**config.mk**
```make
export PLATFORM = sky130hd
export DESIGN_NAME = mfv_flow_vlan_wake
export DESIGN_NICKNAME = d
export VERILOG_FILES = /design/src/mfv_pkg.sv /design/src/mfv_flow_vlan_wake.sv
export SDC_FILE = /design/constraint.sdc
export NUM_CORES = 1
export LEC_CHECK = 0
export ABC_AREA = 1
export ABC_CLOCK_PERIOD_IN_PS = 2120
export BUFFER_PORTS_ARGS = -buffer_cell sky130_fd_sc_hd__buf_2
export CORE_MARGIN = 3
export CORE_UTILIZATION = 50
export DETAILED_ROUTE_END_ITERATION = 8
export HOLD_SLACK_MARGIN = 0.02
export PLACE_DENSITY = 0.78
export SLEW_MARGIN = 30
export SYNTH_ARGS = -nofsm -noshare
export SYNTH_HDL_FRONTEND = slang
export SYNTH_SLANG_ARGS = --single-unit
```
**constraint.sdc**
```tcl
create_clock -name pclk -period 2.12 [get_ports pclk]
set_input_delay 0.212 -clock pclk [delete_from_list [all_inputs] [get_ports pclk]]
set_output_delay 0.212 -clock pclk [all_outputs]
set_load 0.05 [all_outputs]
```
**src/mfv_pkg.sv**
```systemverilog
// Package for the MAC flow control, VLAN and wake filter block.
// Assumes a 32-bit APB slave; registers sit one per aligned word.
package mfv_pkg;
    // Printed register indices; byte address is four times the index
    localparam logic [3:0] FLOW_IDX = 4'h8;
    localparam logic [3:0] VLAN_TAG_ONE_MATCH_IDX = 4'h9;
    localparam logic [3:0] VLAN_TAG_TWO_MATCH_IDX = 4'hA;
    localparam logic [3:0] WAKE_IDX = 4'hB;
    // Own control/status word for line-side settings
    localparam logic [3:0] CTRL_IDX = 4'hD;
    // Flow register fields
    localparam int FLOW_BUSY_BIT = 0;
    localparam int FLOW_EN_BIT = 1;
    localparam int FLOW_PASS_BIT = 2;
    localparam int FLOW_PT_LSB = 16;
    // Control register fields
    localparam int CTRL_FDX_BIT = 0;
    localparam int CTRL_TXEN_BIT = 1;
    localparam int CTRL_PROMISC_BIT = 2;
    localparam int CTRL_PAUSE_REQ_BIT = 3;
    localparam int CTRL_BP_REQ_BIT = 4;
    // Reset values
    localparam logic [31:0] REG_RESET = 32'h00000000;
    // Frame lengths in bytes
    localparam logic [10:0] LEN_UNTAGGED = 11'd1518;
    localparam logic [10:0] LEN_TAGGED = 11'd1522;
    // Pause quantum: 512 bit times; slot length in pclk cycles
    localparam int SLOT_BITS = 512;
    localparam int BITS_PER_CYCLE = 1;
    localparam int SLOT_CYCLES = SLOT_BITS / BITS_PER_CYCLE;
    // Cycles a transmitted pause frame occupies the line (64 bytes)
    localparam int PAUSE_TX_CYCLES = 64 * 8 / BITS_PER_CYCLE;
    localparam int WAKE_WORDS = 8;
    // Pause frame type and opcode
    localparam logic [15:0] PAUSE_TYPE = 16'h8808;
    localparam logic [15:0] PAUSE_OPCODE = 16'h0001;
endpackage

```
**src/mfv_flow_vlan_wake.sv**
```systemverilog
// MAC flow control, VLAN length extension and wake filter loader.
// Assumes an APB master on pclk and a byte-wide receive stream on pclk.
//
// Operation
// - Pass bit set marks received valid pause frame in status filter flag.
// - Pass bit clear leaves the status filter flag clear for pause frames that pass the address filter.
// - Pause frames act only in full duplex with flow control enabled.
// - All frames go to host; host drops by status word.
// - Promiscuous address filtering overrides the pass-control setting.
// - Valid pause holds transmitter for pause time times slot time.
// - Flow control disabled means received pause frames are not acted on; pause frame requests are still sent.
// - In half duplex the enable bit turns on backpressure instead.
// - Busy flag high while pause frame or backpressure is sent.
// - First tag compared with frame bytes 13 and 14.
// - Second tag compared with frame bytes 13 and 14.
// - Tagged frames get 1522 byte limit instead of 1518.
// - Reset points wake load pointer at filter word zero.
// - Each port write stores at pointer then advances it.
// - Pointer wraps to first entry after eighth word.
// - Programmed pause time goes into transmitted pause frames.
// - No pause frames or backpressure while transmitter disabled.
//
// Decided for this implementation: register access over APB.
`timescale 1ns/1ns
`default_nettype none
module mfv_flow_vlan_wake
    import mfv_pkg::*;
#(
    parameter int WORDS = WAKE_WORDS
) (
    // Clock and reset
    input wire logic pclk,
    input wire logic presetn,
    // APB slave
    input wire logic psel,
    input wire logic penable,
    input wire logic pwrite,
    input wire logic [7:0] paddr,
    input wire logic [31:0] pwdata,
    output logic [31:0] prdata,
    output logic pready,
    output logic pslverr,
    // Receive byte stream
    input wire logic rx_valid,
    input wire logic [7:0] rx_data,
    input wire logic rx_sof,
    input wire logic rx_eof,
    input wire logic rx_good,
    input wire logic rx_addr_pass,
    // Receive status
    output logic rx_stat_valid,
    output logic rx_stat_filter,
    output logic rx_stat_vlan,
    output logic rx_stat_too_long,
    output logic rx_stat_is_pause,
    // Transmit side
    output logic tx_hold,
    output logic tx_pause_send,
    output logic [15:0] tx_pause_time,
    output logic tx_backpressure,
    // Wake filter contents, flattened
    output logic [WORDS*32-1:0] wake_filter_data
);
    localparam int PW = $clog2(WORDS);

    // Registers
    logic [15:0] pause_time_value_reg;
    logic flow_ctrl_enable_reg, pass_control_frames_reg, flow_busy_reg;
    logic [15:0] first_tag_ident_reg, second_tag_ident_reg;
    logic [4:0] ctrl_reg;
    logic [PW-1:0] wake_ptr_reg;
    logic [31:0] wake_mem_reg [WORDS];
    logic [31:0] prdata_reg;
    logic pready_reg, pslverr_reg;

    // Pause sender state is declared early: the control register clears
    // its request bit in the same cycle that the sender takes it.
    logic [$clog2(PAUSE_TX_CYCLES+1)-1:0] ptx_reg;
    wire logic pause_start;

    // Bus decode
    // Only word addresses are decoded; the two low address bits are
    // ignored, so a byte offset inside a word aliases onto that word.
    // Writes land only on the edge where pready is seen high; an access phase
    // held past that edge writes the wake port again on every second edge.
    wire logic [5:0] word_idx = paddr[7:2];
    wire logic access = psel && penable;
    wire logic wr_en = access && pwrite;
    wire logic hit_flow = (word_idx == {2'b00, FLOW_IDX});
    wire logic hit_v1 = (word_idx == {2'b00, VLAN_TAG_ONE_MATCH_IDX});
    wire logic hit_v2 = (word_idx == {2'b00, VLAN_TAG_TWO_MATCH_IDX});
    wire logic hit_wake = (word_idx == {2'b00, WAKE_IDX});
    wire logic hit_ctrl = (word_idx == {2'b00, CTRL_IDX});
    wire logic mapped = hit_flow | hit_v1 | hit_v2 | hit_wake | hit_ctrl;
    wire logic fdx = ctrl_reg[CTRL_FDX_BIT];
    wire logic tx_en = ctrl_reg[CTRL_TXEN_BIT];
    wire logic promisc = ctrl_reg[CTRL_PROMISC_BIT];

    // Read mux; wake port reads as zero
    logic [31:0] rd_val;
    always_comb begin
        rd_val = 32'h00000000;
        if (hit_flow)
            rd_val = {pause_time_value_reg, 13'h0000,
                      pass_control_frames_reg, flow_ctrl_enable_reg,
                      flow_busy_reg};
        else if (hit_v1)
            rd_val = {16'h0000, first_tag_ident_reg};
        else if (hit_v2)
            rd_val = {16'h0000, second_tag_ident_reg};
        else if (hit_ctrl)
            rd_val = {27'h0000000, ctrl_reg};
    end

    // APB answer: one wait state, ready in the access cycle's second edge
    // First access edge: ready, error and read data are registered.
    // Second access edge: the master sees ready and the write lands.
    // Ready drops again on that second edge, so a held access phase
    // gets a fresh answer on every second edge for the same transfer.
    always_ff @(posedge pclk or negedge presetn) begin
        if (!presetn) begin
            pready_reg <= 1'b0;
            pslverr_reg <= 1'b0;
            prdata_reg <= REG_RESET;
        end else begin
            pready_reg <= access && !pready_reg;
            pslverr_reg <= access && !pready_reg && !mapped;
            prdata_reg <= (access && !pready_reg && !pwrite) ? rd_val
                                                            : 32'h00000000;
        end
    end
    wire logic wr_take = wr_en && pready_reg && mapped;

    // Flow, tag and control registers
    // The busy bit is status only: the written value in bit 0 is dropped.
    // Software is expected to wait for busy low before writing here;
    // nothing blocks a write made while a pause frame is still going out.
    // A write that meets the request self-clear keeps the written value.
    always_ff @(posedge pclk or negedge presetn) begin
        if (!presetn) begin
            pause_time_value_reg <= 16'h0000;
            flow_ctrl_enable_reg <= 1'b0;
            pass_control_frames_reg <= 1'b0;
            first_tag_ident_reg <= 16'h0000;
            second_tag_ident_reg <= 16'h0000;
            ctrl_reg <= 5'h00;
        end else if (wr_take) begin
            if (hit_flow) begin
                pause_time_value_reg <= pwdata[31:16];
                flow_ctrl_enable_reg <= pwdata[FLOW_EN_BIT];
                pass_control_frames_reg <= pwdata[FLOW_PASS_BIT];
            end
            if (hit_v1)
                first_tag_ident_reg <= pwdata[15:0];
            if (hit_v2)
                second_tag_ident_reg <= pwdata[15:0];
            if (hit_ctrl)
                ctrl_reg <= pwdata[4:0];
        end else begin
            // The pause request bit self-clears when the sender takes it in a cycle with no register write
            if (pause_start)
                ctrl_reg[CTRL_PAUSE_REQ_BIT] <= 1'b0;
        end
    end

    // Wake port load pointer. Reads never move it; only a write that is
    // answered advances it, so a wait state cannot skip an entry.
    // store and advance
    always_ff @(posedge pclk or negedge presetn) begin
        if (!presetn)
            wake_ptr_reg <= '0;
        else if (wr_take && hit_wake)
            wake_ptr_reg <= (wake_ptr_reg == PW'(WORDS - 1)) ? '0
                                                  : wake_ptr_reg + 1'b1;
    end

    // Wake filter storage, one word per entry
    genvar gi;
    generate
        for (gi = 0; gi < WORDS; gi++) begin : g_wake
            always_ff @(posedge pclk or negedge presetn) begin
                if (!presetn)
                    wake_mem_reg[gi] <= REG_RESET;
                else if (wr_take && hit_wake && wake_ptr_reg == PW'(gi))
                    wake_mem_reg[gi] <= pwdata;
            end
            assign wake_filter_data[gi*32 +: 32] = wake_mem_reg[gi];
        end
    endgenerate

    // Receive byte counter and captured header bytes
    // The first byte of a frame restarts the index, so a frame that was
    // cut short never shifts the header bytes of the next one.
    // The counter saturates at 2047, but the 11-bit length then wraps to zero, so frames of 2048 bytes or more are not flagged as long.
    // Header bytes from a short frame stay from the previous frame; such
    // frames are runts and their tag and pause flags carry no meaning.
    logic [10:0] rx_cnt_reg;
    logic [15:0] rx_type_reg, rx_op_reg, rx_quanta_reg;
    wire logic [10:0] cur_idx = rx_sof ? 11'd0 : rx_cnt_reg;
    always_ff @(posedge pclk or negedge presetn) begin
        if (!presetn) begin
            rx_cnt_reg <= 11'd0;
            rx_type_reg <= 16'h0000;
            rx_op_reg <= 16'h0000;
            rx_quanta_reg <= 16'h0000;
        end else if (rx_valid) begin
            rx_cnt_reg <= (cur_idx == 11'h7FF) ? cur_idx : cur_idx + 11'd1;
            case (cur_idx)
                11'd12: rx_type_reg[15:8] <= rx_data;
                11'd13: rx_type_reg[7:0] <= rx_data;
                11'd14: rx_op_reg[15:8] <= rx_data;
                11'd15: rx_op_reg[7:0] <= rx_data;
                11'd16: rx_quanta_reg[15:8] <= rx_data;
                11'd17: rx_quanta_reg[7:0] <= rx_data;
                default: ;
            endcase
        end
    end

    wire logic vlan_one = (rx_type_reg == first_tag_ident_reg);
    wire logic vlan_two = (rx_type_reg == second_tag_ident_reg);
    wire logic is_vlan = vlan_one | vlan_two;
    wire logic [10:0] len_limit = is_vlan ? LEN_TAGGED : LEN_UNTAGGED;
    wire logic [10:0] frame_len = cur_idx + 11'd1;
    wire logic is_pause = (rx_type_reg == PAUSE_TYPE) &&
                          (rx_op_reg == PAUSE_OPCODE) && rx_good;
    wire logic frame_end = rx_valid && rx_eof;
    wire logic pause_act = frame_end && is_pause && fdx &&
                           flow_ctrl_enable_reg;

    // Status flags are only meaningful in the cycle that valid is high;
    // outside it they are held at zero so the host never sees stale bits.
    // every frame reported
    wire logic filt_next = promisc ? 1'b0 :
                           (!rx_addr_pass ||
                            (is_pause && pass_control_frames_reg));
    always_ff @(posedge pclk or negedge presetn) begin
        if (!presetn) begin
            rx_stat_valid <= 1'b0;
            rx_stat_filter <= 1'b0;
            rx_stat_vlan <= 1'b0;
            rx_stat_too_long <= 1'b0;
            rx_stat_is_pause <= 1'b0;
        end else begin
            rx_stat_valid <= frame_end;
            rx_stat_filter <= frame_end && filt_next;
            rx_stat_vlan <= frame_end && is_vlan;
            rx_stat_too_long <= frame_end && (frame_len > len_limit);
            rx_stat_is_pause <= frame_end && is_pause;
        end
    end

    // Pause timer: the slot counter divides pclk down to one quantum.
    // A new pause frame reloads the count, so a zero quantum releases
    // the transmitter early. Dropping the enable or full duplex clears
    // the count at once rather than letting a stale pause run out.
    // hold for quanta times slot
    logic [15:0] quanta_reg;
    logic [$clog2(SLOT_CYCLES)-1:0] slot_reg;
    always_ff @(posedge pclk or negedge presetn) begin
        if (!presetn) begin
            quanta_reg <= 16'h0000;
            slot_reg <= '0;
        end else if (pause_act) begin
            quanta_reg <= rx_quanta_reg;
            slot_reg <= '0;
        end else if (!flow_ctrl_enable_reg || !fdx) begin
            quanta_reg <= 16'h0000;
        end else if (quanta_reg != 16'h0000) begin
            slot_reg <= slot_reg + 1'b1;
            if (slot_reg == $bits(slot_reg)'(SLOT_CYCLES - 1))
                quanta_reg <= quanta_reg - 16'h0001;
        end
    end

    // Pause frame transmission timer
    // A request waits while a frame is on the line; it is taken only
    // once the timer has run down, so frames never overlap.
    // sender gated by transmitter
    assign pause_start = tx_en && fdx && ctrl_reg[CTRL_PAUSE_REQ_BIT] &&
                         ptx_reg == '0;
    wire logic bp_on = tx_en && !fdx && flow_ctrl_enable_reg &&
                       ctrl_reg[CTRL_BP_REQ_BIT];
    always_ff @(posedge pclk or negedge presetn) begin
        if (!presetn)
            ptx_reg <= '0;
        else if (pause_start)
            ptx_reg <= $bits(ptx_reg)'(PAUSE_TX_CYCLES);
        else if (ptx_reg != '0)
            ptx_reg <= ptx_reg - 1'b1;
    end

    // Busy covers the whole pause frame time and the backpressure level.
    // The transmitter hold starts the cycle after the pause frame ends,
    // and only when the frame asks for a non-zero pause.
    // busy while sending
    always_ff @(posedge pclk or negedge presetn) begin
        if (!presetn) begin
            flow_busy_reg <= 1'b0;
            tx_hold <= 1'b0;
            tx_pause_send <= 1'b0;
            tx_pause_time <= 16'h0000;
            tx_backpressure <= 1'b0;
        end else begin
            flow_busy_reg <= pause_start || (ptx_reg > 1) || bp_on;
            tx_hold <= (pause_act && rx_quanta_reg != 16'h0000) ||
                       (quanta_reg != 16'h0000 &&
                       !(quanta_reg == 16'h0001 &&
                         slot_reg == $bits(slot_reg)'(SLOT_CYCLES - 1)));
            tx_pause_send <= pause_start;
            tx_pause_time <= pause_time_value_reg;
            tx_backpressure <= bp_on;
        end
    end

    assign prdata = prdata_reg;
    assign pready = pready_reg;
    assign pslverr = pslverr_reg;
endmodule // mfv_flow_vlan_wake
`default_nettype wire

```
### After elaboration in Yosys (flattened, before gate mapping)

Cells that the tools add are included.

| word-level totals | value |
|---|---|
| output and inout port bits | 314 |
| word-level logic and storage cells | 170 |
| bits in registers | 467 |
| input bits | 58 |

| operators by class | value |
|---|---|
| equal/unequal tests | 27 |
| bitwise operators | 5 |
| add/sub/neg operators | 5 |
| muxes and demuxes | 22 |
| order comparisons | 2 |
| reductions and logical operators | 70 |

Operator list:

| kind | count |
|---|---|
| 32-bit two-way mux | 4 |
| 16-bit two-way mux | 4 |
| 11-bit by 4-bit == test with 1-bit output (second input constant) | 4 |
| 1-bit logical AND | 35 |
| 16-bit by 1-bit == test with 1-bit output (second input constant) | 2 |
| 16-bit == test | 2 |
| 16-bit nonzero test | 2 |
| 6-bit by 4-bit == test with 1-bit output (second input constant) | 5 |
| 9-bit two-way mux | 3 |
| 2-bit AND reduction | 13 |
| 11-bit by 5-bit == test with 1-bit output (second input constant) | 2 |
| 11-bit two-way mux | 2 |
| 10-bit two-way mux | 2 |
| 16-bit == test (second input constant) | 1 |
| 16-bit by 1-bit subtractor with 16-bit output (second input constant) | 1 |
| 3-bit == test (second input constant) | 4 |
| 11-bit by 1-bit adder with 11-bit output (second input constant) | 1 |
| 11-bit == test (second input constant) | 1 |
| 11-bit > comparator | 1 |
| 10-bit by 1-bit > comparator with 1-bit output (second input constant) | 1 |
| 10-bit zero test | 1 |
| 5-bit two-way mux | 2 |
| 10-bit nonzero test | 1 |
| 10-bit by 1-bit subtractor with 10-bit output (second input constant) | 1 |
| other kinds (15) | 36 |

### Longest topological paths before layout

Gate-level depths: netlist (run 1).

| logic depth | value |
|---|---|
| word-level depth | 8 |
| gate-level depth with buffers | 17 |
| gate-level depth less buffers | 17 |

### Least setup slack after synthesis (run 1)

OpenSTA, ideal clock, no wires.

| path | value |
|---|---|
| path kind | register -> register |
| start point | register rx_cnt_reg[0] |
| end point | register rx_stat_too_long |
| cell stages (with the launch flop) | 15 |
| buffers on the path | 0 |
| period minus slack after synthesis | 2.080 ns |
| path slack | 0.040 ns |
| required time | 2.043 ns |
| setup time | 0.077 ns |
| arrival | 2.002 ns |
| path through | dfrtp_1 -> nand2_1 -> inv_1 -> ha_1 -> inv_1 -> nor2_1 -> xor2_1 -> ha_1 -> nand2_1 -> nor2_1 -> a21oi_1 -> nand3_1 -> nor2_1 -> nand3_1 -> a21oi_1 |

| between the ends | value |
|---|---|
| cells in the longest elaborated chain, start to end | 4 |

Ends and longest elaborated chain:

| what | RTL line | RTL |
|---|---|---|
| start, declared | mfv_flow_vlan_wake.sv:197 | `logic [10:0] rx_cnt_reg;` |
| start signal, assigned | mfv_flow_vlan_wake.sv:207 | `rx_cnt_reg <= (cur_idx == 11'h7FF) ? cur_idx : cur_idx + 11'd1;` |
| 11-bit two-way mux | mfv_flow_vlan_wake.sv:199 | `wire logic [10:0] cur_idx = rx_sof ? 11'd0 : rx_cnt_reg;` |
| 11-bit by 1-bit adder with 11-bit output | mfv_flow_vlan_wake.sv:224 | `wire logic [10:0] frame_len = cur_idx + 11'd1;` |
| 11-bit > comparator | mfv_flow_vlan_wake.sv:248 | `rx_stat_too_long <= frame_end && (frame_len > len_limit);` |
| 1-bit logical AND | mfv_flow_vlan_wake.sv:248 |  |
| end signal, assigned | mfv_flow_vlan_wake.sv:248 |  |
| end, declared | mfv_flow_vlan_wake.sv:54 | `output logic rx_stat_too_long,` |

Every way passes these cells.
A chain may end at the register's enable or synchronous reset.

### Worst setup path after layout (run 1)

| path | value |
|---|---|
| start point | register rx_type_reg[2] |
| end point | register rx_stat_too_long |

| between the ends | value |
|---|---|
| cells in the longest elaborated chain, start to end | 5 |
| elaborated cells between the ends (all ways) | 6 |
| those cells by class | order compare: 1; eq/ne: 2; mux: 1; bitwise: 1; reduce/logical: 1 |

Ends and longest elaborated chain:

| what | RTL line | RTL |
|---|---|---|
| start, declared | mfv_flow_vlan_wake.sv:198 | `logic [15:0] rx_type_reg, rx_op_reg, rx_quanta_reg;` |
| start signal, assigned | mfv_flow_vlan_wake.sv:210 | `11'd13: rx_type_reg[7:0] <= rx_data;` |
| 16-bit == test (on tied branches) | mfv_flow_vlan_wake.sv:220, mfv_flow_vlan_wake.sv:221 |  |
| 1-bit bitwise OR * | mfv_flow_vlan_wake.sv:222 | `wire logic is_vlan = vlan_one \| vlan_two;` |
| 5-bit two-way mux * | mfv_flow_vlan_wake.sv:223 | `wire logic [10:0] len_limit = is_vlan ? LEN_TAGGED : LEN_UNTAGGED;` |
| 11-bit > comparator * | mfv_flow_vlan_wake.sv:248 |  |
| 1-bit logical AND * | mfv_flow_vlan_wake.sv:248 |  |

Every way passes the cells marked *; elsewhere a longest branch is shown, timed or not.

==> summary.txt, run 1 <==
Top-Level Pins - 372
Cell taking the most area after synthesis - dfrtp_1
Worst VDD drop - 745 µV
RSZ-0062 raised after global routing - yes
Post-Synth Adder-Cell Area - 0.0131
Die W - 201 µm
Worst Hold Path Cells - 3
Synth Warn # - 0
Global Route Usage Sum - 0.294
First-pass iteration count of the detailed router - 5
CP max stage delay - 0.43 ns
Grt ovf - 0
H-tree Lvls - 2
DRC - 0
Least-Margin Pin Slew - 0.611 ns
Post-synthesis cell area - 19100 µm²
Via-to-Cell Ratio - 5.34
Initial core utilization - 0.514
Antenna Nets Post-Route - 0
Worst Reg-to-Reg Cells - 17
Part of the power in registers - 0.477
Total of max-cap violations - 0
Power share of the combinational group - 0.053
Dominant cells by area after synthesis - dfrtp_1 (61%), nand2_1 (11%), o21ai_0 (6.9%)
Most common cell on crit path - nand3_1
Clock sink total - 467
Row count - 70
Post-Synth Simple-Gate Area - 0.180
First-pass GRT wire length - 95100 µm
Hold Crit Class - in -> reg
Critical path buffers and inverters - 3
Worst skew pair latency - 0.60 ns
Most used DFF post-synth - dfrtp_1
Crit. End Element - register
Number of buffers added on ports - 369
Mean Syn Cell Area - 9.26 µm²
TritonCTS clock tree - yes
Detailed Route Iter0 Violations - 1300
Peak Freq - 434 MHz
Pin count of the biggest net entering global routing - 66
Routed via count - 16700
Number of global-route vias before repair - 17200
Clock power share - 0.470
Status - finished with violations
Failing checks - setup timing
Crit path cell chain - inv_2, nor2_2, nor3_2, nand3_1, nor2_1, nand2_1, nand2_2, inv_2, ha_4, nand2_2, inv_1, nand2_1, a21oi_2, nand3_1, nor2_1, nand3_1, a21oi_2
Clock slew at reported path FFs - 0.06 ns
Initial antenna violation count - 3
Largest register FFs - 256
Endpoints failing setup - 1
Most common cell in the netlist - nand2_1
Die Span Y - 201 µm
DP Worst Slack - -0.309 ns
Leak - 13.2 nW
Max-slew violations - 0
Slowest cell on crit path - dfrtp_2
Setup tns final - -0.187 ns
Levels on crit path - 17
Crit path kind - reg -> reg
Worst EP arrival - 2.81 ns
Fin. Hold Viols - 0
Internal power - 14.7 mW
Xor and xnor area share after synthesis - 0.0188
Synth top area share - 0.612
Hold_ws - 0.0529 ns
Core box area - 37100 µm²
Multi-input logic area - 6440 µm²
Layout area overhead - 29.4%
Maximum root-to-sink buffer count - 3
Final Power - 19.2 mW
Share of layout cells above drive strength 1 - 0.251
Complex-gate fraction of the synthesized area - 0.118
Drt wl/cell - 19.2 µm
Fin crit share - 1.09
Die area - 40600 µm²
Max-slew headroom - 0.592
Root Driver - clkbuf_16
CTS Buf Count - 48
Most frequent cells after synthesis - nand2_1 (547), dfrtp_1 (467), o21ai_0 (263)
Switching share of power - 0.232
Register Area - 11700 µm²
Final setup margin - -0.187 ns
Syn nets - 2141
Skew final - 0.0226 ns
Filler cells - 2856
Routability Congestion - 0.878
Sequential-to-total area share from yosys stat - 0.612
Delay-heaviest family, CP - simple AND/OR/NAND/NOR gates
Synthesis-stage register bit count - 467
Dpl hpwl - 41600 µm
Cell variety after synth - 42
Mux cell area share after synthesis - 0.000590
Net Switching - 4.44 mW
Data required, critical path - 2.62 ns
Final wirelength - 59900 µm
Design area - 24700 µm²
Placed Instance Area - 22400 µm²
PwrDens - 776 nW/µm²
Minimum clock period - 2.31 ns
NumNets Final - 2658
Cells after synthesis - 2063
Largest family of logic cells by synthesized area - simple AND/OR/NAND/NOR gates
Async set-reset flop share out of synthesis - 1.00
Startpoint Class - register
Crit path max fanout - 4
Post-synth EDFFs - 0
-- placed cells by master, fill, tap and decap left out, drive strengths merged, types with 4 or more instances in the layout --
master and n:
xor2 22, bufinv 5, inv 201, diode 5
a21oi 52, o21ai 341, buf 513, nor4 8
dlygate4sd3 31, nand3 79, nand4 16, nand2 552
xnor2 19, clkbuf 72, ha 20, o21a 23
nor3 25, dfrtp 467, nand3b 4, clkinv 8
or2 8, nor2 133
-- cell type report --
class	instances	area share
Timing Repair Buffer	546	0.142
Clock buffer	71	0.0586
Inverter	199	0.0302
Antenna cell	5	0.000506
Clock inverter	16	0.0102
Tap cell	504	0.0255
Multi-Input combinational cell	1318	0.260
Sequential cell	467	0.473
-- worst register-to-register path, cell delays in order, from the launching register on --
cell,delay [ns]
dfrtp_2,0.43
inv_2,0.08
nor2_2,0.05
nor3_2,0.23
nand3_1,0.13
nor2_1,0.10
nand2_1,0.07
nand2_2,0.11
inv_2,0.07
ha_4,0.27
nand2_2,0.06
inv_1,0.05
nand2_1,0.06
a21oi_2,0.15
nand3_1,0.09
nor2_1,0.10
nand3_1,0.09
a21oi_2,0.12
-- path summary, 6_finish.rpt --
kind | slack [ns] | from | endpoint
worst max-delay path | -0.19 | rx_type_reg[2] | rx_stat_too_long
worst min-delay path | 0.05 | rx_data[1] | rx_op_reg[1]
worst max register to register | -0.19 | rx_type_reg[2] | rx_stat_too_long
worst min register to register | 0.38 | pause_time_value_reg[1] | tx_pause_time[1]
max in group asynchronous | 1.12 | presetn | prdata[12]
min in group asynchronous | 0.19 | presetn | rx_cnt_reg[7]
-- cells by family (layout without fill, tap and decap cells) --
family / count (synthesis) / after routing
AO/OA/AOI/OAI: 430 / 430
flip-flops: 467 / 467
buffers and inverters: 279 / 832
AND/OR/NAND/NOR: 825 / 826
multiplexers: 1 / 1
adder cells (fa/ha/maj): 20 / 20
XOR/XNOR: 41 / 41
other: 0 / 5
-- routing by layer --
layer / up-vias / GRT usage / share of wire / wire length (µm)
met2: 730 / 0.483 / 0.48 / 28700
li1: 7668 / - / - / -
met5: - / 0 / 0 / 0
met1: 8125 / 0.368 / 0.38 / 23100
met3: 183 / 0.0717 / 0.085 / 5110
met4: 0 / 0.140 / 0.052 / 3130
-- power by group through the flow --
stage / Sequential, mW / Combinational (mW) / Clock [mW]
detailed placement: 9.31 / 0.968 / 0
global placement: 9.31 / 0.943 / 0
global route: 9.17 / 1.14 / 9.50
floorplan: 9.31 / 0.436 / 0
finish: 9.15 / 1.02 / 9.01
CTS: 9.15 / 1.03 / 9.11
-- what timing repair did --
action                                  CTS  global route
resized for setup                        11            30
cloned                                    0             2
buffers inserted                          7             8
endpoints found under the hold margin    82             0
endpoints found under the setup margin    2            30
hold buffers                             32             0
pin swaps                                 8            15
-- stage by stage --
step	util	cells
floorplan	-	2063
global placement	0.604	2987
detailed placement	0.604	2987
CTS	0.661	3113
global route	0.665	3124
finish	0.665	3126
Note: power is estimated with default switching activity, not from simulation.
==> run 2: changes to the inputs <==
Settings changed: PLACE_DENSITY 0.78 to 0.84, REMOVE_ABC_BUFFERS set to 1.
==> run 2 against run 1 <==
  * Critical path type unchanged
  * Via count is 3.1% higher
  * First-iteration DRC count increased by 2.6%
  * The run still ends with setup timing left
  * Clock power down 3.1%
  * Sequential power about the same
  * Non-clock buffer count grew 14
  * Utilization rose by 0.23 points
==> summary.txt, run 2 (synthesis gave the netlist of run 1 again) <==
Status - finished with violations
Endpoints failing setup - 1
Die Span Y - 201 µm
Data required, critical path - 2.63 ns
Maximum root-to-sink buffer count - 3
Number of buffers added on ports - 369
Worst VDD drop - 880 µV
Peak Freq - 440 MHz
Clock sink total - 467
Hold Crit Class - in -> reg
CTS Buf Count - 47
RSZ-0062 raised after global routing - yes
Worst Hold Path Cells - 3
Fin. Hold Viols - 0
Most common cell after layout, fill and taps aside - nand2_1
Total of max-cap violations - 0
Largest register FFs - 256
Share of layout cells above drive strength 1 - 0.256
Initial antenna violation count - 5
Filler cells - 2757
Crit path max fanout - 3
Max-slew headroom - 0.592
Die area - 40600 µm²
Via-to-Cell Ratio - 5.48
Detailed Route Iter0 Violations - 1334
Die W - 201 µm
Pin count of the biggest net entering global routing - 58
Reg2reg setup slack - -0.15 ns
Row count - 70
NumNets Final - 2670
Final Core Density - 0.668
Antenna Nets Post-Route - 0
Global Route Usage Sum - 0.291
Drt wl/cell - 19.2 µm
Routability Congestion - 0.909
Routed via count - 17200
First-pass GRT wire length - 94500 µm
First-pass iteration count of the detailed router - 5
Final wirelength - 60200 µm
Worst Reg-to-Reg Cells - 15
Skew final - 0.0237 ns
Least-Margin Pin Slew - 0.606 ns
Hold_ws - 0.0549 ns
CP max stage delay - 0.42 ns
Worst skew pair latency - 0.59 ns
Crit. End Element - register
Startpoint Class - register
Dpl hpwl - 41300 µm
Setup tns final - -0.155 ns
Most frequent cells in the layout - nand2_1 (539), dfrtp_1 (466), buf_2 (368)
Layout area overhead - 29.9%
Slowest cell on crit path - dfrtp_1
DP Worst Slack - -0.237 ns
Leak - 13.3 nW
Number of global-route vias before repair - 17700
Max-slew violations - 0
Worst EP arrival - 2.78 ns
Crit path cell chain - buf_4, xnor2_2, nand4_1, nor2_1, nand2_1, nand2_2, buf_6, ha_1, nand2_4, nor2_1, a21oi_2, nand3_1, nor2_1, nand3_1, a21oi_1
Fin crit share - 1.07
TritonCTS clock tree - yes
Crit path kind - reg -> reg
Clock slew at reported path FFs - 0.06 ns
Grt ovf - 0
Root Driver - clkbuf_16
Core box area - 37100 µm²
Top-Level Pins - 372
PwrDens - 764 nW/µm²
Failing checks - setup timing
Minimum clock period - 2.27 ns
Initial core utilization - 0.514
Most common cell on crit path - nor2_1
H-tree Lvls - 2
Final setup margin - -0.155 ns
DRC - 0
[run 2: cell types whose count changed in the layout (fill, tap and decap cells not counted), moves of 2 or more]
| cell | previous run | this run |
|---|---|---|
| buf_6 | 3 | 1 |
| nor2_2 | 10 | 12 |
| buf_4 | 125 | 137 |
| clkinv_2 | 7 | 12 |
| nor2_4 | 3 | 1 |
| inv_2 | 10 | 8 |
| diode_2 | 5 | 7 |
| clkinvlp_4 | 1 | 4 |
| buf_12 | 16 | 22 |
| clkbuf_8 | 16 | 7 |
[run 2: final timing paths]
path,endpoint,startpoint
worst max-delay path,rx_stat_too_long,rx_type_reg[11]
worst min-delay path,wake_filter_data[141],pwdata[13]
worst max register to register,rx_stat_too_long,rx_type_reg[11]
worst min register to register,tx_pause_time[7],pause_time_value_reg[7]
max in group asynchronous,wake_filter_data[18],presetn
min in group asynchronous,rx_cnt_reg[8],presetn
[run 2: timing repair]
item	4_1_cts	5_1_grt
setup endpoints to repair	13	20
pin swaps	13	23
gates cloned	0	0
hold buffers	31	0
buffers inserted	4	7
endpoints found under the hold margin	250	0
resized for setup	8	26
[run 2: report_power, final]
part | leakage [nW] | internal, mW | switching [mW]
Sequential | 6.25 | 9.04 | 0.117
Combinational | 6.21 | 0.367 | 0.698
Clock | 0.800 | 5.07 | 3.66
Total | 13.3 | 14.5 | 4.48
[run 2: worst max-delay path, delay by kind of cell (launching register included)]
family,cells,cell delay (ns)
AO/OA/AOI/OAI,2,0.25
XOR/XNOR,1,0.15
adder cells (fa/ha/maj),1,0.24
buffers and inverters,2,0.29
flip-flops,1,0.42
AND/OR/NAND/NOR,9,0.85
[run 2: cell type report]
type                            instances  area (µm²)  area share
Sequential cell                       467       11700       0.471
Multi-Input combinational cell       1317        6430       0.259
Timing Repair Buffer                  560        3650       0.147
Clock buffer                           62        1320      0.0534
Inverter                              199         749      0.0302
Tap cell                              504         631      0.0254
Clock inverter                         25         310      0.0125
Antenna cell                            7        17.5    0.000706
[run 2: per-stage QoR]
| step | cells | area [µm²] | total power, mW |
|---|---|---|---|
| after global routing | 3139 | 24800 | 19.6 |
| after global placement | 3006 | 22700 | 10.3 |
| after detailed placement | 3006 | 22700 | 10.3 |
| after floorplan | 1983 | 18700 | 9.74 |
| after CTS | 3128 | 24700 | 19.1 |
| final | 3141 | 24800 | 19.0 |
[run 2: per-layer routing]
| metal | part of all wire | track usage | vias to the layer above |
|---|---|---|---|
| met5 | 0 | 0 | - |
| met1 | 0.38 | 0.357 | 8414 |
| met4 | 0.059 | 0.160 | 0 |
| met3 | 0.088 | 0.0735 | 231 |
| met2 | 0.48 | 0.475 | 867 |
| li1 | - | - | 7705 |
==> run 3: changes to the inputs <==
Settings changed: ABC_CLOCK_PERIOD_IN_PS 2120 to 2000, SETUP_SLACK_MARGIN set to 0.05.
Clock period 2.12 ns to 2 ns, I/O delays scaled along.
==> run 3 against run 2 <==
  * Sequential power increased by 5.9%
  * Largest power group unchanged
  * Via count grew 0.64%
  * Die area did not move
  * Critical path type unchanged
  * The run still ends with setup timing left
==> summary.txt, run 3 (synthesis gave the netlist of run 1 again) <==
Status - finished with violations
Failing checks - setup timing
Leak - 13.5 nW
Net Switching - 4.77 mW
RSZ-0062 raised after global routing - yes
DRC - 0
Die W - 201 µm
Crit path max fanout - 5
Filler cells - 2652
PwrDens - 800 nW/µm²
Minimum clock period - 2.38 ns
Placed Instance Area - 22700 µm²
First-pass GRT wire length - 96500 µm
Routability Congestion - 0.915
Layout area overhead - 32.6%
Number of global-route vias before repair - 17900
Via-to-Cell Ratio - 5.47
Maximum root-to-sink buffer count - 3
Endpoints failing setup - 13
Worst EP arrival - 2.87 ns
H-tree Lvls - 2
Top-Level Pins - 372
NumNets Final - 2698
Number of buffers added on ports - 369
Routed via count - 17300
Core box area - 37100 µm²
Total of max-cap violations - 0
Max-slew violations - 0
Dpl hpwl - 41100 µm
Internal power - 15.5 mW
Initial core utilization - 0.514
Worst VDD drop - 710 µV
CTS Buf Count - 47
Fin crit share - 1.19
First-pass iteration count of the detailed router - 6
Design area - 25300 µm²
Antenna Nets Post-Route - 0
Fin. Hold Viols - 0
Detailed Route Iter0 Violations - 1578
Die area - 40600 µm²
Drt wl/cell - 19.6 µm
Hold Crit Class - in -> reg
Part of the power in registers - 0.479
Global Route Usage Sum - 0.297
Startpoint Class - register
Power share of the combinational group - 0.055
Most frequent cells in the layout - nand2_1 (525), dfrtp_1 (466), buf_2 (368)
Peak Freq - 421 MHz
Data required, critical path - 2.49 ns
Clock slew at reported path FFs - 0.06 ns
TritonCTS clock tree - yes
Pin count of the biggest net entering global routing - 65
Worst Reg-to-Reg Cells - 15
Most common cell after layout, fill and taps aside - nand2_1
Share of layout cells above drive strength 1 - 0.274
Final setup margin - -0.377 ns
Final wirelength - 62100 µm
Row count - 70
Clock power share - 0.466
Grt ovf - 0
Least-Margin Pin Slew - 0.539 ns
Die Span Y - 201 µm
Root Driver - clkbuf_16
Switching share of power - 0.236
Crit path kind - reg -> reg
Skew final - 0.0350 ns
Initial antenna violation count - 7
Setup tns final - -1.60 ns
Largest register FFs - 256
Clock sink total - 467
Final Power - 20.3 mW
Max-slew headroom - 0.641
Worst Hold Path Cells - 3
Crit. End Element - register
Worst skew pair latency - 0.60 ns
==> run 3: cell count changes in the layout (fill, tap and decap cells not counted), moves of 5 or more <==
| cell | change |
|---|---|
| nand2_1 | -14 |
| nor2_4 | +5 |
| buf_6 | +9 |
| a21oi_2 | +5 |
| nor2_1 | -8 |
| buf_4 | +8 |
| nand2_2 | +11 |
| nand3_1 | -5 |
| a21oi_1 | -5 |
==> run 3: what timing repair did <==
action                                  in CTS  in global routing
pin swaps                                   20                 12
endpoints found under the setup margin      20                 60
gates resized for setup                     50                 46
cloned                                       2                  1
setup buffers                               25                  6
hold endpoints to repair                   445                  0
hold buffers                                36                  0
==> run 3: path summary, 6_finish.rpt <==
check                                        startpoint                    end  slack (ns)
worst min register to register  pause_time_value_reg[7]       tx_pause_time[7]        0.38
min in group asynchronous                       presetn            slot_reg[6]        0.18
max in group asynchronous                       presetn   wake_filter_data[18]        0.99
worst max-delay path                     rx_type_reg[6]       rx_stat_too_long       -0.38
worst max register to register           rx_type_reg[6]       rx_stat_too_long       -0.38
worst min-delay path                          pwdata[5]  wake_filter_data[101]        0.05
==> run 3: final cells by class <==
type	instances	area, µm²	area share
inverter	199	749	0.0296
sequential	467	11700	0.462
multi-input combinational	1318	6610	0.261
timing repair buffer	587	3960	0.156
clock buffer	65	1340	0.0531
clock inverter	21	329	0.0130
antenna	8	20.0	0.000791
tap	504	631	0.0249
==> run 3: worst max-delay path, cell delays in order, from the launching register on <==
cell and delay (ns):
dfrtp_1 0.46, or2_2 0.32, nand4_1 0.14, nor2_2 0.05, nand2_1 0.08, nand2_2 0.10, buf_4 0.16, ha_1 0.28
nand2_2 0.06, inv_2 0.04, nand2_1 0.05, a21oi_2 0.12, nand3_1 0.09, nor2_1 0.11, nand3_1 0.10, a21oi_2 0.13
==> run 3: stage by stage <==
step	hold slack, ns	setup WS, ns	instances	utilization
6_report	0.0464	-0.377	3169	0.682
5_1_grt	0.0507	-0.543	3167	0.682
4_1_cts	0.0204	-0.298	3157	0.675
3_5_place_dp	0.180	-0.330	3014	0.612
3_3_place_gp	0.184	-0.330	3014	0.612
2_1_floorplan	-0.0956	-0.397	1983	-
==> run 3: power by group through the flow <==
stage                     combinational (mW)  clock (mW)  sequential [mW]
after floorplan                        0.454           0             9.87
after global placement                 0.990           0             9.86
after detailed placement                1.03           0             9.87
after CTS                               1.10        9.51             9.70
after global routing                    1.26        9.94             9.71
final                                   1.12        9.44             9.70
==> run 3: per-layer routing <==
metal  share of wire  vias up  GRT usage
li1                -     7766          -
met5               0        -          0
met3           0.083      232     0.0608
met4           0.051        0      0.143
met1            0.38     8448      0.372
met2            0.49      882      0.496
